===== src/design/ddsc_map.vh =====
`ifndef DDSC_MAP_VH
`define DDSC_MAP_VH

// Command word layout, bit 15 shifted in first
`define DDSC_WORD_BITS      16
`define DDSC_DATA_BITS      8
`define DDSC_POS_SPARE1     15
`define DDSC_POS_SPARE2     14
`define DDSC_POS_SPARE3     13
`define DDSC_POS_SHDN_B     12
`define DDSC_POS_SHDN_A     11
`define DDSC_POS_SPARE4     10
`define DDSC_POS_LOAD_B     9
`define DDSC_POS_LOAD_A     8
`define DDSC_DATA_MSB       7
`define DDSC_DATA_LSB       0

// Reset values
`define DDSC_RST_CODE       8'h00
`define DDSC_RST_SHDN       1'b0
`define DDSC_RST_WORD       16'h0000
`define DDSC_RST_COUNT      5'h00

// Idle levels of the link pins, used as synchroniser reset values
`define DDSC_IDLE_SCLK      1'b0
`define DDSC_IDLE_SELECT    1'b1
`define DDSC_IDLE_DATA      1'b0

// Converter full scale divisor
`define DDSC_FULL_SCALE     256

`endif


===== src/design/ddsc_sync.v =====
`timescale 1ns/1ps
// Two-flop synchroniser for one level from another domain
module ddsc_sync #(
   parameter [0:0] RST_VAL = 1'b0
) (
   input  wire clk,
   input  wire rst,
   input  wire d,
   output reg  q
);
   reg meta;

   // First stage is read only by the second stage
   // Reset level matches the pin's idle level, so no false edge follows
   always @(posedge clk or posedge rst) begin
      if (rst) begin
         meta <= RST_VAL;
         q    <= RST_VAL;
      end else begin
         meta <= d;
         q    <= meta;
      end
   end
endmodule


===== src/design/ddsc_serial_dac.v =====
`timescale 1ns/1ps
`include "ddsc_map.vh"

// Functional notes
// A command is 16 bits: control byte followed by data byte.
// Control bits are not decoded; each bit acts on its own.
// Order: spares 1-3, shut B, shut A, spare 4, load B, load A, data.
// Load-A high copies data byte into channel A register.
// Load-B high copies data byte into channel B register.
// Both loads high write the same byte to both registers.
// Both loads low leave registers unchanged, data ignored.
// Shutdown bits active high per channel; both zero runs all.
// Load and shutdown bits of one word act together.
// Output equals reference times code over 256.
// Reset clears registers to zero and outputs to zero scale.
// Host writes an initial command after power-up.
// Host uses clock polarity and phase zero; clock idles low.
// Host changes data on falling clock edges.
// Host toggles clock only during transfers.
// Host sends spare three as one, spare four as zero.
// While select low, data is shifted in on rising clock edges.
// Select rising after 16 bits executes the command.
// Shutdown forces output to zero but keeps register value.
// Host may split a write into two bytes with select held low.
module ddsc_serial_dac #(
   parameter WORD_BITS = `DDSC_WORD_BITS,
   parameter DATA_BITS = `DDSC_DATA_BITS
) (
   input  wire                 clk,
   input  wire                 rst,
   input  wire                 serial_clock,
   input  wire                 serial_data,
   input  wire                 chip_select_n,
   output reg  [DATA_BITS-1:0] channel_a_code,
   output reg  [DATA_BITS-1:0] channel_b_code,
   output reg                  shutdown_channel_a,
   output reg                  shutdown_channel_b,
   output reg  [DATA_BITS-1:0] channel_a_output,
   output reg  [DATA_BITS-1:0] channel_b_output,
   output reg                  command_done
);
   // Frame tracker states
   localparam [1:0] FRM_IDLE  = 2'b00;
   localparam [1:0] FRM_SHIFT = 2'b01;
   localparam [1:0] FRM_FULL  = 2'b10;

   wire                 sclk_s;
   wire                 din_s;
   wire                 csn_s;
   reg                  sclk_d;
   reg                  csn_d;
   reg  [WORD_BITS-1:0] shift_word;
   reg  [4:0]           bit_count;
   reg  [1:0]           frame_state;
   reg  [1:0]           next_frame_state;
   wire                 sclk_rise;
   wire                 cs_rise;
   wire                 last_bit;
   wire                 word_full;
   wire                 execute;
   wire                 load_channel_a;
   wire                 load_channel_b;
   wire                 next_shut_a;
   wire                 next_shut_b;
   wire [DATA_BITS-1:0] data_byte;
   reg  [DATA_BITS-1:0] next_code_a;
   reg  [DATA_BITS-1:0] next_code_b;
   reg  [DATA_BITS-1:0] next_out_a;
   reg  [DATA_BITS-1:0] next_out_b;

   // Sizes a bit count to the width of the counter
   function [4:0] count_of;
      input integer n;
      begin
         count_of = n[4:0];
      end
   endfunction

   // Counter end points: last bit being taken, and word complete
   localparam [4:0] COUNT_FULL = count_of(WORD_BITS);
   localparam [4:0] COUNT_LAST = count_of(WORD_BITS - 1);

   // Output scaling: code/256 of reference, shutdown gives zero scale
   function [DATA_BITS-1:0] scaled_out;
      input [DATA_BITS-1:0] code;
      input                 shut;
      begin
         scaled_out = shut ? {DATA_BITS{1'b0}} : code;
      end
   endfunction

   // Bring the three link pins into the clk domain
   ddsc_sync #(.RST_VAL(`DDSC_IDLE_SCLK)) u_sync_sclk (
      .clk (clk),
      .rst (rst),
      .d   (serial_clock),
      .q   (sclk_s)
   );
   ddsc_sync #(.RST_VAL(`DDSC_IDLE_DATA)) u_sync_din (
      .clk (clk),
      .rst (rst),
      .d   (serial_data),
      .q   (din_s)
   );
   // Select idles high: a low reset level would fake a select edge
   ddsc_sync #(.RST_VAL(`DDSC_IDLE_SELECT)) u_sync_csn (
      .clk (clk),
      .rst (rst),
      .d   (chip_select_n),
      .q   (csn_s)
   );

   // Edge detection on synchronised levels
   always @(posedge clk or posedge rst) begin
      if (rst) begin
         sclk_d <= 1'b0;
         csn_d  <= 1'b1;
      end else begin
         sclk_d <= sclk_s;
         csn_d  <= csn_s;
      end
   end

   assign sclk_rise = sclk_s & ~sclk_d;
   assign cs_rise   = csn_s & ~csn_d;
   assign last_bit  = sclk_rise & (bit_count == COUNT_LAST);
   assign word_full = (frame_state == FRM_FULL);
   assign execute   = cs_rise & word_full;

   // Field extraction: each control bit drives its own function
   assign load_channel_a = shift_word[`DDSC_POS_LOAD_A];
   assign load_channel_b = shift_word[`DDSC_POS_LOAD_B];
   assign next_shut_a    = shift_word[`DDSC_POS_SHDN_A];
   assign next_shut_b    = shift_word[`DDSC_POS_SHDN_B];
   assign data_byte = shift_word[`DDSC_DATA_MSB:`DDSC_DATA_LSB];

   // Next register codes from independent load bits
   always @* begin
      next_code_a = channel_a_code;
      next_code_b = channel_b_code;
      if (load_channel_a) begin
         next_code_a = data_byte;
      end
      if (load_channel_b) begin
         next_code_b = data_byte;
      end
      // Neither load set: codes hold, data unused
   end

   // Next output levels: effective code, zero while shut down
   always @* begin
      next_out_a = channel_a_output;
      next_out_b = channel_b_output;
      if (execute) begin
         next_out_a = scaled_out(next_code_a, next_shut_a);
         next_out_b = scaled_out(next_code_b, next_shut_b);
      end
   end

   // Frame tracker: a word executes only once all its bits are in
   always @* begin
      next_frame_state = frame_state;
      case (frame_state)
         FRM_IDLE: begin
            if (!csn_s) begin
               next_frame_state = FRM_SHIFT;
            end
         end
         FRM_SHIFT: begin
            if (csn_s) begin
               next_frame_state = FRM_IDLE; // Short word dropped
            end else if (last_bit) begin
               next_frame_state = FRM_FULL;
            end
         end
         FRM_FULL: begin
            if (csn_s) begin
               next_frame_state = FRM_IDLE;
            end
         end
         default: begin
            next_frame_state = FRM_IDLE;
         end
      endcase
   end

   // Frame state register
   always @(posedge clk or posedge rst) begin
      if (rst) begin
         frame_state <= FRM_IDLE;
      end else begin
         frame_state <= next_frame_state;
      end
   end

   // Shift register and bit counter while select is low
   always @(posedge clk or posedge rst) begin
      if (rst) begin
         shift_word <= `DDSC_RST_WORD;
         bit_count  <= `DDSC_RST_COUNT;
      end else if (csn_s) begin
         bit_count <= `DDSC_RST_COUNT;
      end else if (sclk_rise) begin
         shift_word <= {shift_word[WORD_BITS-2:0], din_s};
         if (bit_count != COUNT_FULL) begin // Extra bits keep last 16
            bit_count <= bit_count + 5'h01;
         end
      end
   end

   // Execute on select rising; short words are discarded
   always @(posedge clk or posedge rst) begin
      if (rst) begin
         channel_a_code     <= `DDSC_RST_CODE;
         channel_b_code     <= `DDSC_RST_CODE;
         shutdown_channel_a <= `DDSC_RST_SHDN;
         shutdown_channel_b <= `DDSC_RST_SHDN;
         channel_a_output   <= `DDSC_RST_CODE;
         channel_b_output   <= `DDSC_RST_CODE;
         command_done       <= 1'b0;
      end else begin
         command_done     <= 1'b0;
         channel_a_output <= next_out_a;
         channel_b_output <= next_out_b;
         if (execute) begin
            channel_a_code     <= next_code_a;
            channel_b_code     <= next_code_b;
            shutdown_channel_a <= next_shut_a;
            shutdown_channel_b <= next_shut_b;
            command_done       <= 1'b1;
         end
      end
   end
endmodule


===== config.mk =====
export PLATFORM = sky130hd
export DESIGN_NAME = ddsc_serial_dac
export DESIGN_NICKNAME = d
export VERILOG_FILES = /design/src/design/ddsc_sync.v /design/src/design/ddsc_serial_dac.v
export VERILOG_INCLUDE_DIRS = /design/src /design/src/design
export SDC_FILE = /design/constraint.sdc
export NUM_CORES = 1
export LEC_CHECK = 0
export BUFFER_PORTS_ARGS = -buffer_cell sky130_fd_sc_hd__buf_2
export CAP_MARGIN = 10
export CORE_UTILIZATION = 30
export CTS_CLUSTER_SIZE = 30
export DETAILED_ROUTE_END_ITERATION = 12
export PLACE_DENSITY = 0.49
export SLEW_MARGIN = 20
export SYNTH_ARGS = -nofsm -noshare
export SYNTH_HDL_FRONTEND = slang
export SYNTH_SLANG_ARGS = --single-unit

===== constraint.sdc =====
create_clock -name clk -period 1.8 [get_ports clk]
set_input_delay 0.18 -clock clk [delete_from_list [all_inputs] [get_ports clk]]
set_output_delay 0.18 -clock clk [all_outputs]
set_load 0.01 [all_outputs]

==> metrics.csv, run 1 <==
metric,value,unit
outcome,completed,
Die Width,96.4,um
largest net degree at the start of global routing,35,
Netlist cell types,31,
Syn Nets,200,
Root Driver,clkbuf_8,
Die Y,96.4,um
Crit. Startpoint,u_sync_csn.q,
Arrival @ worst endpoint,1.74,ns
CP max FO,8,
Leak,0.00159,uW
fin crit period,1.53,ns
Place WS,0.271,ns
R2R Setup Slk,0.27,ns
total CTS buffers,9,
Post-synth top flop,dfrtp_1,
Worst-Margin Slew,0.517,ns
Routed WL,5.34,mm
DRC Markers,0,
global-route wire length before repair,8.71,mm
Area growth syn-to-layout,21.4,%
Final Non-Filler Cells,356,
Hold Startpoint,u_sync_din.meta,
Clock Latency Late Sink,0.34,ns
Final Hold Fails,0,
top post-synthesis cells by area,"dfrtp_1 (56%), mux2_4 (9.0%), mux2i_1 (6.4%)",
DR vias,1596,
vias in the first global route,1621,
Post-DRT Antenna Nets,0,
sequential area share after synthesis,59.1,%
# diodes,0,
PwrDens,975,nW/um^2
Post-synth EDFFs,0,
Setup crit end,channel_b_code[3],
Total GRT Usage,13.0,%
Net Switching,849,uW
PortBufs,39,
CP endpoint kind,flop,
CTS max path bufs,2,
Yosys warnings,0,
Internal Power,2320,uW
GRT overflow,0,
Max-Cap Viols,0,
# H-tree levels,3,
fmax,0.656,GHz
Site Rows,34,
RSZ-0062 raised after global routing,no,
Critical Path RT,2.02,ns
CP Launch Type,flop,
Setup TNS,0,ns
top-count cell post-synth,dfrtp_1,
part of the power in combinational logic,8.6,%
top cell type's share of synthesized area,56.2,%
Post-CTS Setup Repair Bufs,0,
total core area,8680,sq um
Hold WC Path Type,flop to flop,
DRT iter0 DRCs,105,
worst r2r dst,channel_b_code[3],
Starting Density,30.8,%
die area,9290,sq um
I/O pin cnt,40,
initial antenna violation count,0,
sequential share of power,53.1,%
Final #Nets,251,
post-synthesis register bit count,63,
"CTS clk-pin slew, worst paths",0.07,ns
multi-input logic area,1010,sq um
Worst VDD drop,0.000430,V
FILL cells,872,
Syn Inst Count,192,
relative slew slack,65.5,%
fin crit share,84.7,%
Sequential Area,1580,sq um
cell area after synthesis,2670,sq um
HPWL after DPL,3.54,mm
Sink Count,63,
dpl cells,336,
top post-synthesis cells by count,"dfrtp_1 (60), nand2_1 (22), mux2i_1 (17), mux2_4 (16), o31ai_1 (16)",
mean area per synthesized cell,13.9,sq um
CTS resizes,0,
CTS tree,built,
routed len/inst,15.0,um
gp weighted congestion,0.730,
Reg2Reg Depth,4,
CP Class,flop to flop,
Clock power frac,38.3,%
DRT Pass-1 Iters,4,
drt via density,4.48,
Final Slew Violations,0,
async set-or-reset flop fraction in the synthesized netlist,100,%
Switching Fraction,26.8,%
Yosys top cell by area,dfrtp_1,
share of layout cells above drive strength 1,40.7,%
Layout Skew,0.0116,ns
Final setup violation count,0,
beginning of the worst register-to-register path,u_sync_csn.q,
setup ws final,0.275,ns
==> worst max-delay path, stage by stage, from the launching register on <==
cell       delay (ns)
dfstp_2          0.53
nand4bb_1        0.26
inv_8            0.18
nand2_8          0.10
mux2_4           0.33
==> sequential cells by signal, indices dropped and copies added (netlist names), 2 cells and up <==
register / count
shift_word: 13
bit_count: 5
channel_b_output: 8
channel_a_output: 8
channel_a_code: 8
frame_state: 2
channel_b_code: 8
==> final cells by class <==
cell class                 instances  area share [%]
inverter                           5           0.810
clock inverter                     7            2.27
timing repair buffer              50            9.25
tap                              108            4.16
clock buffer                       9            3.82
multi-input combinational        114            31.0
sequential                        63            48.7
==> worst min-delay path by stage <==
| stage | end | slack [ns] | depth (start not counted) |
|---|---|---|---|
| 6_report | u_sync_din.q | 0.35 | 0 |
| 5_1_grt | u_sync_din.q | 0.36 | 0 |
| 4_1_cts | u_sync_din.q | 0.36 | 0 |
| 3_5_place_dp | channel_b_output[0] | 0.25 | 2 |
| 3_3_place_gp | channel_b_output[0] | 0.26 | 2 |
| 2_1_floorplan | u_sync_csn.meta | 0.18 | 0 |
==> power groups by stage <==
stage,Combinational (uW),Clock [uW],Sequential (uW)
6_report,272,1210,1680
5_1_grt,299,1310,1700
4_1_cts,278,1260,1680
3_5_place_dp,271,0,1710
3_3_place_gp,269,0,1710
2_1_floorplan,232,0,1640
==> cell usage in the layout (no fill, tap or decap), drive strengths merged <==
cell type / synthesis / routed
clkinv: 0 / 5
nor4bb: 1 / 1
nand2: 24 / 24
o31ai: 16 / 16
and3: 1 / 1
mux2: 30 / 30
buf: 8 / 46
a221oi: 1 / 1
nor2b: 1 / 1
clkinvlp: 0 / 1
nand3: 1 / 1
or3: 1 / 1
clkbuf: 2 / 9
nand4bb: 1 / 1
a31o: 1 / 1
nor2: 5 / 5
mux2i: 17 / 17
ha: 3 / 3
nand2b: 5 / 5
dfrtp: 60 / 60
a21oi: 3 / 3
a311oi: 1 / 1
dlygate4sd3: 0 / 4
bufinv: 0 / 1
nand4b: 1 / 1
inv: 5 / 5
o21ai: 1 / 1
dfstp: 3 / 3
==> metal layers <==
layer,vias to the layer above,share of wire [%],track usage [%]
met2,30,43,18.5
li1,778,-,-
met4,0,1.7,5.88
met3,8,3.9,3.44
met1,780,51,18.4
met5,-,0,0
==> cell families after synthesis <==
logic type                 synth area share [%]
DFF                                        59.1
muxes                                      21.3
and+or+nand+nor                            8.75
AOI/OAI and AO/OA                          6.23
buffers and inverters                      3.23
adders and majority gates                  1.40
==> stage by stage <==
| stage | area [sq um] | utilization [%] | hold WS, ns | power [uW] |
|---|---|---|---|---|
| after CTS | 3250 | 37.4 | 0.355 | 3220 |
| after floorplan | 2670 | - | 0.184 | 1870 |
| after global routing | 3250 | 37.4 | 0.364 | 3310 |
| after global placement | 3010 | 34.7 | 0.257 | 1980 |
| final | 3250 | 37.4 | 0.352 | 3170 |
| after detailed placement | 3010 | 34.7 | 0.250 | 1980 |
==> what timing repair did <==
| action | in CTS | in global routing |
|---|---|---|
| setup endpoints to repair | 0 | 0 |
| hold buffers | 4 | 0 |
| endpoints found under the hold margin | 21 | 0 |
(Power assumes the default switching activity.)
==> run 2: changes to the inputs <==
--- a/config.mk
+++ b/config.mk
@@ -11,7 +11,7 @@
 export CORE_UTILIZATION = 30
 export CTS_CLUSTER_SIZE = 30
 export DETAILED_ROUTE_END_ITERATION = 12
-export PLACE_DENSITY = 0.49
+export PLACE_DENSITY = 0.47
 export SLEW_MARGIN = 20
 export SYNTH_ARGS = -nofsm -noshare
 export SYNTH_HDL_FRONTEND = slang
==> constraint.sdc (replaced) <==
create_clock -name clk -period 1.5 [get_ports clk]
set_input_delay 0.15 -clock clk [delete_from_list [all_inputs] [get_ports clk]]
set_output_delay 0.15 -clock clk [all_outputs]
set_load 0.01 [all_outputs]
==> run 2 against run 1 <==
Clock skew decreased by 0.0033 ns. Cell area rose by 3.6%. Critical path type unchanged. Global-route usage is essentially flat. Flip-flop and latch count unchanged.
==> metrics.csv, run 2 (synthesized netlist as in run 1, its figures left out) <==
metric,value,unit
outcome,completed,
Reg2Reg Depth,5,
Worst-Margin Slew,0.552,ns
fmax,0.696,GHz
relative slew slack,63.2,%
Largest register FFs,13,
share of layout cells above drive strength 1,43.4,%
Site Rows,34,
gp weighted congestion,0.736,
Root Driver,clkbuf_8,
final instance area,3360,sq um
Final #Nets,254,
Final Slew Violations,0,
Routed WL,5.45,mm
"CTS clk-pin slew, worst paths",0.06,ns
Hold Startpoint,u_sync_csn.meta,
Layout Skew,0.00826,ns
DRC Markers,0,
critical-path cell list,inv_2 -> ha_1 -> nor4bb_2 -> nor2_1 -> mux2_4,
most frequent cells in the layout,"dfrtp_1 (60), buf_2 (39), nand2_1 (22)",
vias in the first global route,1644,
initial antenna violation count,0,
Leak,0.00164,uW
Worst path depth,5,
DRT iter0 DRCs,82,
Switching Fraction,23.9,%
Net Switching,988,uW
Internal Power,3140,uW
Final Hold Fails,0,
Critical path buffers and inverters,1,
DR vias,1602,
Total GRT Usage,13.0,%
Clock Latency Late Sink,0.32,ns
total CTS buffers,9,
sequential share of power,49.6,%
Critical Path RT,1.71,ns
hold depth,0,
worst r2r dst,bit_count[0],
CTS tree,built,
FILL cells,862,
CTS max path bufs,2,
HPWL after DPL,3.36,mm
Post-DRT Antenna Nets,0,
Arrival @ worst endpoint,1.64,ns
CP Class,flop to flop,
Die Width,96.4,um
area post-placement,3010,sq um
I/O pin cnt,40,
# H-tree levels,3,
crit-path leading delay family,flip-flops,
die area,9290,sq um
Clock power frac,42.4,%
DRT Pass-1 Iters,4,
CP max FO,4,
largest net degree at the start of global routing,64,
# diodes,0,
PortBufs,39,
total core area,8680,sq um
drt via density,4.46,
routed len/inst,15.2,um
Die Y,96.4,um
Hold WC Path Type,flop to flop,
GRT overflow,0,
R2R Setup Slk,0.06,ns
Area growth syn-to-layout,25.8,%
Final setup violation count,0,
total power,4130,uW
CP max stage cell,dfrtp_1,
fin crit period,1.44,ns
"commonest non-fill, non-tap cell in the layout",dfrtp_1,
Biggest register,shift_word,
Sink Count,63,
CP endpoint kind,flop,
Hold Crit Endpoint,u_sync_csn.q,
part of the power in combinational logic,8.0,%
PwrDens,1230,nW/um^2
beginning of the worst register-to-register path,bit_count[0],
Worst VDD drop,0.000484,V
global-route wire length before repair,8.63,mm
Starting Density,30.8,%
max incr delay on CP,0.41,ns
fin crit share,95.7,%
CP Launch Type,flop,
Max-Cap Viols,0,
## run 2: power groups by stage
stage	sequential (uW)	combinational (uW)	clock, uW
2_1_floorplan	1970	279	0
6_report	2050	331	1750
3_3_place_gp	2070	311	0
3_5_place_dp	2080	314	0
4_1_cts	2050	333	1810
5_1_grt	2070	364	1880
## run 2: how the worst max path moves through the flow
| stage | startpoint | end | slack [ns] |
|---|---|---|---|
| CTS | u_sync_csn.q | channel_b_code[2] | -0.01 |
| finish | bit_count[0] | bit_count[0] | 0.06 |
| global route | bit_count[0] | bit_count[2] | -0.02 |
| floorplan | bit_count[0] | bit_count[0] | 0.09 |
| detailed placement | sclk_d | shift_word[10] | -0.33 |
| global placement | sclk_d | shift_word[3] | -0.34 |
## run 2: cell type report
class / instances / area, sq um / share of cell area (%)
Sequential cell: 63 / 1580 / 47.0
Multi-Input combinational cell: 114 / 1050 / 31.2
Timing Repair Buffer: 53 / 327 / 9.71
Clock buffer: 14 / 183 / 5.43
Tap cell: 108 / 135 / 4.02
Clock inverter: 2 / 60.1 / 1.79
Inverter: 5 / 30.0 / 0.893
## run 2: per-layer routing
layer  track usage [%]  routed length [um]
met4              6.25                  25
met2              17.8                2290
met5                 0                   0
met3              2.90                 154
met1              19.1                2980
## run 2: what timing repair did
| action | 4_1_cts | 5_1_grt |
|---|---|---|
| endpoints found under the setup margin | 48 | 35 |
| gates resized for setup | 5 | 6 |
| hold buffers | 4 | 0 |
| buffers inserted | 3 | 1 |
| endpoints found under the hold margin | 63 | 0 |
| pin swaps | 2 | 1 |
## run 2: metrics by stage
stage,TNS (ns),worst slack (ns),cells,utilization [%],hold WS (ns)
3_5_place_dp,-11.05,-0.330,336,34.7,0.265
5_1_grt,-0.0336,-0.0227,359,38.8,0.365
6_report,0,0.0639,359,38.8,0.358
4_1_cts,-0.123,-0.0139,359,38.5,0.361
3_3_place_gp,-11.41,-0.343,336,34.7,0.262
2_1_floorplan,0,0.0898,192,-,0.154
